$ cat src/hdl/fscfg_pkg.sv
// Purpose: constants for the frame pulse and frame numbering register slice
// Assumes: ahb-lite word registers, byte-wide data in bits 7:0
// Notes: register index times four gives the byte address
package fscfg_pkg;
    localparam logic [7:0] FSCFG_IDX_CTL = 8'h18;
    localparam logic [7:0] FSCFG_IDX_HIGH_UPPER = 8'h19;
    localparam logic [7:0] FSCFG_IDX_HIGH_LOWER = 8'h1a;
    localparam logic [7:0] FSCFG_IDX_LOW_UPPER = 8'h1b;
    localparam logic [7:0] FSCFG_IDX_LOW_LOWER = 8'h1c;
    localparam logic [7:0] FSCFG_IDX_LIMIT_UPPER = 8'h1d;
    localparam logic [7:0] FSCFG_IDX_LIMIT_LOWER = 8'h1e;
    localparam logic [7:0] FSCFG_IDX_RATE = 8'h1f;
    localparam logic [7:0] FSCFG_IDX_FWD = 8'h20;
    localparam logic [7:0] FSCFG_IDX_STATUS = 8'h21;
    localparam logic [7:0] FSCFG_RST_ZERO = 8'h00;
    localparam logic [7:0] FSCFG_RST_LIMIT_LOWER = 8'h04;
    localparam logic [7:0] FSCFG_RST_RATE = 8'h02;
    localparam logic [7:0] FSCFG_RST_FWD = 8'h30;
    localparam logic [7:0] FSCFG_RATE_MASK = 8'h0f;
    localparam logic [7:0] FSCFG_FWD_MASK = 8'hf0;
    localparam logic [7:0] FSCFG_CTL_MASK = 8'h07;
    localparam int FSCFG_CTL_ENABLE_BIT = 0;
    localparam int FSCFG_CTL_STYLE_BIT = 1;
    localparam int FSCFG_CTL_START_BIT = 2;
    localparam int FSCFG_FWD_PORT0_BIT = 4;
    localparam int FSCFG_FWD_PORT1_BIT = 5;
    localparam logic [1:0] FSCFG_HTRANS_NONSEQ = 2'b10;
    localparam logic [2:0] FSCFG_HSIZE_WORD = 3'b010;
endpackage : fscfg_pkg

$ cat src/hdl/fscfg_pulse_gen.sv
// Purpose: frame pulse generator, high and low phases timed separately or 50/50
// Assumes: settings stable while running; a phase counts setting plus one cycles
// Notes: a new phase reloads its setting, so changes apply at the next phase edge
`timescale 1ns/1ns
module fscfg_pulse_gen (
    input wire logic core_clk,
    input wire logic reset,
    input wire logic pulse_generator_on,
    input wire logic pulse_timing_style,
    input wire logic pulse_start_level,
    input wire logic [15:0] pulse_high_setting,
    input wire logic [15:0] pulse_low_setting,
    output logic frame_pulse
);
    typedef struct packed {
        logic running;
        logic level;
        logic [23:0] count;
    } fscfg_gen_s;

    fscfg_gen_s s_q, s_d;
    logic [23:0] high_len, low_len, even_len;

    always_comb begin
        even_len = {pulse_high_setting[7:0], pulse_low_setting};
        // 50/50 style shares one 24-bit period for both phases
        high_len = pulse_timing_style ? even_len : {8'h00, pulse_high_setting};
        low_len = pulse_timing_style ? even_len : {8'h00, pulse_low_setting};
        s_d = s_q;
        if (!pulse_generator_on) begin
            s_d.running = 1'b0;
            s_d.level = pulse_start_level;
        end else if (!s_q.running) begin
            s_d.running = 1'b1;
            s_d.level = pulse_start_level;
            s_d.count = pulse_start_level ? high_len : low_len;
        end else if (s_q.count == 24'h00_0000) begin
            // zero count ends this phase: setting plus one cycles in total
            s_d.level = !s_q.level;
            s_d.count = s_q.level ? low_len : high_len;
        end else begin
            s_d.count = s_q.count - 24'h00_0001;
        end
    end

    always_ff @(posedge core_clk) begin
        if (reset) begin
            s_q <= '0;
        end else begin
            s_q <= s_d;
        end
    end

    assign frame_pulse = s_q.level;
endmodule : fscfg_pulse_gen

$ cat src/hdl/fscfg_top.sv
// Purpose: ahb-lite register slice for frame pulse timing, frame numbering,
//          lane rate and per-port forwarding
// Assumes: single word transfers; zero wait states; byte data in bits 7:0
// Notes: frame number output latched at frame start, held for the frame end
//
// The implementer's own choice: the AHB-Lite interface to the registers.
`timescale 1ns/1ns
module fscfg_top
    import fscfg_pkg::*;
(
    input wire logic core_clk,
    input wire logic reset,
    input wire logic hsel,
    input wire logic [31:0] haddr,
    input wire logic [1:0] htrans,
    input wire logic hwrite,
    input wire logic [2:0] hsize,
    input wire logic [31:0] hwdata,
    input wire logic hready,
    output logic [31:0] hrdata,
    output logic hreadyout,
    output logic hresp,
    input wire logic frame_start,
    input wire logic frame_end,
    input wire logic [1:0] port_video_valid,
    output logic frame_pulse,
    output logic [15:0] packet_frame_number,
    output logic packet_number_valid,
    output logic [1:0] lane_rate_select,
    output logic [1:0] port_forward_valid
);
    typedef struct packed {
        logic [7:0] ctl;
        logic [7:0] high_upper;
        logic [7:0] high_lower;
        logic [7:0] low_upper;
        logic [7:0] low_lower;
        logic [7:0] limit_upper;
        logic [7:0] limit_lower;
        logic [7:0] rate;
        logic [7:0] fwd;
        logic wr_pend;
        logic [7:0] wr_idx;
        logic [31:0] rdata;
        logic [15:0] frame_cnt;
        logic [15:0] number;
        logic number_valid;
        logic [1:0] rate_out;
        logic [1:0] fwd_out;
        logic pulse;
    } fscfg_top_s;

    fscfg_top_s s_q, s_d;
    logic gen_pulse;
    logic addr_phase;
    logic [7:0] a_idx;
    logic [15:0] limit;
    logic [7:0] rd_byte;

    fscfg_pulse_gen u_gen (
        .core_clk(core_clk),
        .reset(reset),
        .pulse_generator_on(s_q.ctl[FSCFG_CTL_ENABLE_BIT]),
        .pulse_timing_style(s_q.ctl[FSCFG_CTL_STYLE_BIT]),
        .pulse_start_level(s_q.ctl[FSCFG_CTL_START_BIT]),
        .pulse_high_setting({s_q.high_upper, s_q.high_lower}),
        .pulse_low_setting({s_q.low_upper, s_q.low_lower}),
        .frame_pulse(gen_pulse)
    );

    always_comb begin
        addr_phase = hsel && hready && htrans == FSCFG_HTRANS_NONSEQ;
        a_idx = haddr[9:2];
        limit = {s_q.limit_upper, s_q.limit_lower};
        case (a_idx)
            FSCFG_IDX_CTL: rd_byte = s_q.ctl;
            FSCFG_IDX_HIGH_UPPER: rd_byte = s_q.high_upper;
            FSCFG_IDX_HIGH_LOWER: rd_byte = s_q.high_lower;
            FSCFG_IDX_LOW_UPPER: rd_byte = s_q.low_upper;
            FSCFG_IDX_LOW_LOWER: rd_byte = s_q.low_lower;
            FSCFG_IDX_LIMIT_UPPER: rd_byte = s_q.limit_upper;
            FSCFG_IDX_LIMIT_LOWER: rd_byte = s_q.limit_lower;
            FSCFG_IDX_RATE: rd_byte = s_q.rate;
            FSCFG_IDX_FWD: rd_byte = s_q.fwd;
            // live state: current frame number low byte
            FSCFG_IDX_STATUS: rd_byte = s_q.number[7:0];
            default: rd_byte = FSCFG_RST_ZERO;
        endcase
        s_d = s_q;
        // address phase captured; data taken one cycle later
        s_d.wr_pend = addr_phase && hwrite;
        if (addr_phase) begin
            s_d.wr_idx = a_idx;
        end
        if (addr_phase && !hwrite) begin
            s_d.rdata = {24'h00_0000, rd_byte};
        end
        if (s_q.wr_pend) begin
            case (s_q.wr_idx)
                FSCFG_IDX_CTL: s_d.ctl = hwdata[7:0] & FSCFG_CTL_MASK;
                FSCFG_IDX_HIGH_UPPER: s_d.high_upper = hwdata[7:0];
                FSCFG_IDX_HIGH_LOWER: s_d.high_lower = hwdata[7:0];
                FSCFG_IDX_LOW_UPPER: s_d.low_upper = hwdata[7:0];
                FSCFG_IDX_LOW_LOWER: s_d.low_lower = hwdata[7:0];
                FSCFG_IDX_LIMIT_UPPER: s_d.limit_upper = hwdata[7:0];
                FSCFG_IDX_LIMIT_LOWER: s_d.limit_lower = hwdata[7:0];
                // top nibble reads zero, bits 3:2 kept for software
                FSCFG_IDX_RATE: s_d.rate = hwdata[7:0] & FSCFG_RATE_MASK;
                FSCFG_IDX_FWD: s_d.fwd = hwdata[7:0] & FSCFG_FWD_MASK;
                default: s_d.rdata = s_q.rdata;
            endcase
        end
        // number advances only at frame start; frame end reuses it
        if (frame_start) begin
            if (limit == 16'h0000) begin
                s_d.frame_cnt = 16'h0000;
            end else if (s_q.frame_cnt >= limit || s_q.frame_cnt == 16'h0000) begin
                // >= also catches a limit lowered below the running count
                s_d.frame_cnt = 16'h0001;
            end else begin
                s_d.frame_cnt = s_q.frame_cnt + 16'h0001;
            end
            s_d.number = (limit == 16'h0000) ? 16'h0000 : s_d.frame_cnt;
        end
        s_d.number_valid = frame_start || frame_end;
        s_d.rate_out = s_q.rate[1:0];
        // port disable bits are active high
        s_d.fwd_out[0] = port_video_valid[0] && !s_q.fwd[FSCFG_FWD_PORT0_BIT];
        s_d.fwd_out[1] = port_video_valid[1] && !s_q.fwd[FSCFG_FWD_PORT1_BIT];
        s_d.pulse = gen_pulse;
    end

    always_ff @(posedge core_clk) begin
        if (reset) begin
            s_q <= '0;
            s_q.limit_lower <= FSCFG_RST_LIMIT_LOWER;
            s_q.rate <= FSCFG_RST_RATE;
            s_q.fwd <= FSCFG_RST_FWD;
            s_q.rate_out <= FSCFG_RST_RATE[1:0];
        end else begin
            s_q <= s_d;
        end
    end

    assign hrdata = s_q.rdata;
    assign hreadyout = 1'b1;
    assign hresp = 1'b0;
    assign frame_pulse = s_q.pulse;
    assign packet_frame_number = s_q.number;
    assign packet_number_valid = s_q.number_valid;
    assign lane_rate_select = s_q.rate_out;
    assign port_forward_valid = s_q.fwd_out;

    logic [15:0] prev_number;
    always_ff @(posedge core_clk) begin
        prev_number <= s_q.number;
    end

    zero_limit_a: assert property (@(posedge core_clk) disable iff (reset)
        frame_start && limit == 16'h0000 |=> packet_frame_number == 16'h0000)
        else $error("frame number not zero with zero limit");
    count_start_a: assert property (@(posedge core_clk) disable iff (reset)
        frame_start && limit != 16'h0000 |=> packet_frame_number >= 16'h0001)
        else $error("frame number below one");
    count_wrap_a: assert property (@(posedge core_clk) disable iff (reset)
        frame_start && limit != 16'h0000 && s_q.number >= limit |=> packet_frame_number == 16'h0001)
        else $error("frame number did not wrap to one");
    count_step_a: assert property (@(posedge core_clk) disable iff (reset)
        frame_start && limit != 16'h0000 && s_q.number != 16'h0000 && s_q.number < limit
        |=> packet_frame_number == prev_number + 16'h0001)
        else $error("frame number did not step by one");
    end_hold_a: assert property (@(posedge core_clk) disable iff (reset)
        frame_end && !frame_start |=> packet_frame_number == prev_number && packet_number_valid)
        else $error("frame end changed the number");
    rate_follow_a: assert property (@(posedge core_clk) disable iff (reset)
        ##1 lane_rate_select == $past(s_q.rate[1:0]))
        else $error("lane rate does not follow register");
    fwd_block_a: assert property (@(posedge core_clk) disable iff (reset)
        s_q.fwd[FSCFG_FWD_PORT0_BIT] |=> !port_forward_valid[0])
        else $error("disabled port 0 forwarded");
    limit_write_a: assert property (@(posedge core_clk) disable iff (reset)
        s_q.wr_pend && s_q.wr_idx == FSCFG_IDX_LIMIT_LOWER |=> s_q.limit_lower == $past(hwdata[7:0]))
        else $error("limit low byte not written");
    high_write_a: assert property (@(posedge core_clk) disable iff (reset)
        s_q.wr_pend && s_q.wr_idx == FSCFG_IDX_HIGH_UPPER |=> s_q.high_upper == $past(hwdata[7:0]))
        else $error("high upper byte not written");
    low_write_a: assert property (@(posedge core_clk) disable iff (reset)
        s_q.wr_pend && s_q.wr_idx == FSCFG_IDX_LOW_LOWER |=> s_q.low_lower == $past(hwdata[7:0]))
        else $error("low lower byte not written");
    min_phase_a: assert property (@(posedge core_clk) disable iff (reset)
        s_q.ctl[FSCFG_CTL_ENABLE_BIT] && !s_q.ctl[FSCFG_CTL_STYLE_BIT] && $rose(gen_pulse)
        && {s_q.high_upper, s_q.high_lower} != 16'h0000 |=> gen_pulse)
        else $error("high phase shorter than its setting");
    start_level_a: assert property (@(posedge core_clk) disable iff (reset)
        !s_q.ctl[FSCFG_CTL_ENABLE_BIT] |=> gen_pulse == $past(s_q.ctl[FSCFG_CTL_START_BIT]))
        else $error("idle pulse not at start level");
endmodule : fscfg_top

$ cat config.mk
export PLATFORM = sky130hd
export DESIGN_NAME = fscfg_top
export DESIGN_NICKNAME = d
export VERILOG_FILES = /design/src/hdl/fscfg_pkg.sv /design/src/hdl/fscfg_pulse_gen.sv /design/src/hdl/fscfg_top.sv
export SDC_FILE = /design/constraint.sdc
export NUM_CORES = 1
export LEC_CHECK = 0
export BUFFER_PORTS_ARGS = -buffer_cell sky130_fd_sc_hd__clkbuf_2
export CAP_MARGIN = 25
export CELL_PAD_IN_SITES_DETAIL_PLACEMENT = 1
export CELL_PAD_IN_SITES_GLOBAL_PLACEMENT = 1
export CORE_MARGIN = 2
export CORE_UTILIZATION = 45
export CTS_CLUSTER_DIAMETER = 30
export CTS_CLUSTER_SIZE = 24
export DETAILED_ROUTE_END_ITERATION = 10
export GPL_TIMING_DRIVEN = 0
export PLACE_DENSITY = 0.84
export SYNTH_ARGS = -nofsm -noshare
export SYNTH_HDL_FRONTEND = slang
export SYNTH_HIERARCHICAL = 1
export SYNTH_SLANG_ARGS = --single-unit
$ cat constraint.sdc
create_clock -name core_clk -period 5.14 [get_ports core_clk]
set_input_delay 0.257 -clock core_clk [delete_from_list [all_inputs] [get_ports core_clk]]
set_output_delay 0.257 -clock core_clk [all_outputs]
set_load 0.02 [all_outputs]
==> results_dict.tcl <==
set metrics [dict create \
    p_per_area_nw_per_um2 276 \
    crit_buf_inv 1 \
    cts_setup_buffers 0 \
    worstMarginPinSlew_ns 0.894 \
    route.antenna.remaining_nets 0 \
    r2r_setup_slack_ns 1.93 \
    dr.pass1.iters 8 \
    io_buffers 50 \
    timing.final.crit_share 0.624 \
    crit_chain "inv_1, ha_1, or3b_2, nor4_2, nand2_1, a211oi_1, o32ai_1" \
    cap_violations 0 \
    finClkSkew_ns 0.0105 \
    worstHoldPathType "input pin to flop" \
    synth-seq-cells 124 \
    whs_ns 0.0552 \
    initial_core_util 0.457 \
    route.detailed.drc 0 \
    status "completed" \
    grt_pass1_vias 7389 \
    synth_cells 896 \
    nets 1087 \
    grt_max_degree 17 \
    synth_warnings 6 \
    max_slew_margin 0.399 \
    clock_path_buffers 2 \
    clk_latency_ns 0.43 \
    setup_viol 0 \
    fp.dieW_um 133 \
    grt_pass1_wl_mm 40.8 \
    cp.arrival_ns 3.47 \
    crit_family "simple AND/OR/NAND/NOR gates" \
    cts_hold_buf 0 \
    vdd_ir_drop_max_mv 0.252 \
    worstSetupStartpointType "flop" \
    dp_hpwl_mm 18.9 \
    area_growth_pct 16.7 \
    synth_edf_count 0 \
    wl_mm 26.6 \
    antenna_cells 0 \
    root_buffer "clkbuf_16" \
    viasPerCell 6.05 \
    std_cell_rows 47 \
    core_area_um2 16500 \
    critPathSlowestCell "nor4_2" \
    layout-drive-gt1-share 0.192 \
    fill_cells 2023 \
    layout_min_cycle_time_ns 3.21 \
    end_kind "flop" \
    synthFlopType "dfxtp_1" \
    drt_iter0_markers 685 \
    cts.sink_count 124 \
    syn_avg_cell_area_um2 8.39 \
    synth_cell_type_count 81 \
    die_h_um 133 \
    place_congestion 0.928 \
    slew_viol_final 0 \
    grt_overflow 0 \
    yosysSeqAreaShare 0.330 \
    fin_setup_tns_ns 0 \
    via_count 7401 \
    numCtsBuffers 17 \
    cts_tree "done" \
    clk_pin_slew_ns 0.07 \
    antenna_found_initial 0 \
    crit_fanout 10 \
    htree_levels 4 \
    num_io_pins 134 \
    timing.fmax_mhz 312 \
    wl_per_cell_um 21.7 \
    design.die.area_um2 17800 \
    grt_setup_unrepaired "false" \
    total_leakage_power_nw 3.47 \
    async_reset_ff_frac 0 \
    required_ns 5.41 \
    syn_area_um2 7520 \
    max_stage_delay_ns 0.82 \
    path_class "flop to flop" \
    timing.final.hold_violations 0 \
    track_usage 0.296 \
    cts_resized 0 \
]
-- Yosys cell counts (7+ instances only) --
master    count  area, um^2
ha_1         19         238
nor3_1       17        85.1
xnor2_1      11        96.3
buf_4        55         413
nand3_1      21         105
nand4_1      16         100
dfxtp_1     124        2480
o21ai_1       8        40.0
o21ai_0      28         140
mux2i_1      80         801
buf_1         7        26.3
or3_1         7        43.8
mux2_2       23         259
o22ai_1       8        50.1
nor4_1       16         100
inv_1        28         105
a211oi_1     11        82.6
a31oi_1       8        50.1
o211ai_1     12        90.1
clkbuf_1     30         113
nand2b_1     11        68.8
a22oi_1       7        52.6
a21oi_1      52         260
nand2_1      66         248
nor2_1      111         417
nor2b_1       7        43.8
-- through the flow --
stage                     area, um^2  utilization  std cells  setup WS [ns]  power, W
after CTS                       8770        0.533       1222           2.08   0.00243
after detailed placement        8140        0.494       1190           2.18   0.00112
after global placement          8140        0.494       1190           2.24   0.00112
final                           8780        0.533       1223           1.93   0.00243
after global routing            8780        0.533       1223           1.92   0.00248
after floorplan                 7610            -        920           2.61   0.00108
-- worst register-to-register path: stages (launching register included) --
cell,delay (ns)
dfxtp_1,0.34
inv_1,0.09
ha_1,0.22
or3b_2,0.53
nor4_2,0.82
nand2_1,0.50
a211oi_1,0.39
o32ai_1,0.15
-- per-layer routing --
layer  routed length [um]  vias to the layer above  global-route usage
met2                12300                      352               0.472
met1                11500                     3628               0.394
met5                    0                        -                   0
met3                 2020                       69              0.0578
li1                     -                     3352                   -
met4                  816                        0               0.125
-- worst paths after layout --
| path | endpoint | start | cells after the start |
|---|---|---|---|
| worst max-delay path | u_gen/s_q[15] | u_gen/s_q[0] | 7 |
| worst max register to register | u_gen/s_q[15] | u_gen/s_q[0] | 7 |
| worst min register to register | hrdata[7] | hrdata[7] | 2 |
| worst min-delay path | s_q[77] | haddr[9] | 3 |
-- area by class of cell --
cell class	instances	area, um^2	area share
Buffer	98	588	0.0670
Clock buffer	18	429	0.0489
Clock inverter	14	205	0.0234
Inverter	29	109	0.0124
Multi-Input combinational cell	669	4430	0.505
Sequential cell	124	2480	0.283
Tap cell	220	275	0.0314
Timing Repair Buffer	51	255	0.0291
-- logic make-up (layout without fill, tap and decap cells) --
logic type	Yosys count	after routing	share of synthesized area
and+or+nand+nor	327	327	0.228
adders and majority gates	19	19	0.0316
AOI/OAI and AO/OA	179	179	0.159
other	2	26	0.000999
buffers and inverters	127	210	0.0927
muxes	103	103	0.141
xor gates and xnor gates	15	15	0.0175
DFF	124	124	0.330
-- cells in the final DEF (no fill, tap or decap), types with 8 or more instances in the layout --
| master | n |
|---|---|
| dfxtp_1 | 124 |
| nor2_1 | 111 |
| mux2i_1 | 80 |
| nand2_1 | 66 |
| buf_4 | 55 |
| a21oi_1 | 52 |
| clkbuf_2 | 51 |
| clkbuf_1 | 31 |
| inv_1 | 28 |
| o21ai_0 | 28 |
| conb_1 | 26 |
| mux2_2 | 23 |
| nand3_1 | 21 |
| ha_1 | 19 |
| nor3_1 | 17 |
| clkbuf_16 | 17 |
| nand4_1 | 16 |
| nor4_1 | 16 |
| o211ai_1 | 12 |
| nand2b_1 | 11 |
| a211oi_1 | 11 |
| xnor2_1 | 11 |
| o21ai_1 | 8 |
| o22ai_1 | 8 |
| a31oi_1 | 8 |
-- power breakdown --
| group | total, W | switching, W | internal (W) |
|---|---|---|---|
| logic | 0.000138 | 0.0000960 | 0.0000425 |
| clock network | 0.00132 | 0.000495 | 0.000823 |
| registers | 0.000968 | 0.00000429 | 0.000964 |
| total | 0.00243 | 0.000595 | 0.00183 |
-- registers in the layout, indices dropped and copies added (netlist names) --
name,count
frame_pulse,1
hrdata,8
lane_rate_select,2
limit,16
packet_number_valid,1
port_forward_valid,2
s_d,2
s_q,66
u_gen/frame_pulse,1
u_gen/s_q,25
No activity file was read; power rests on OpenSTA's default activity.
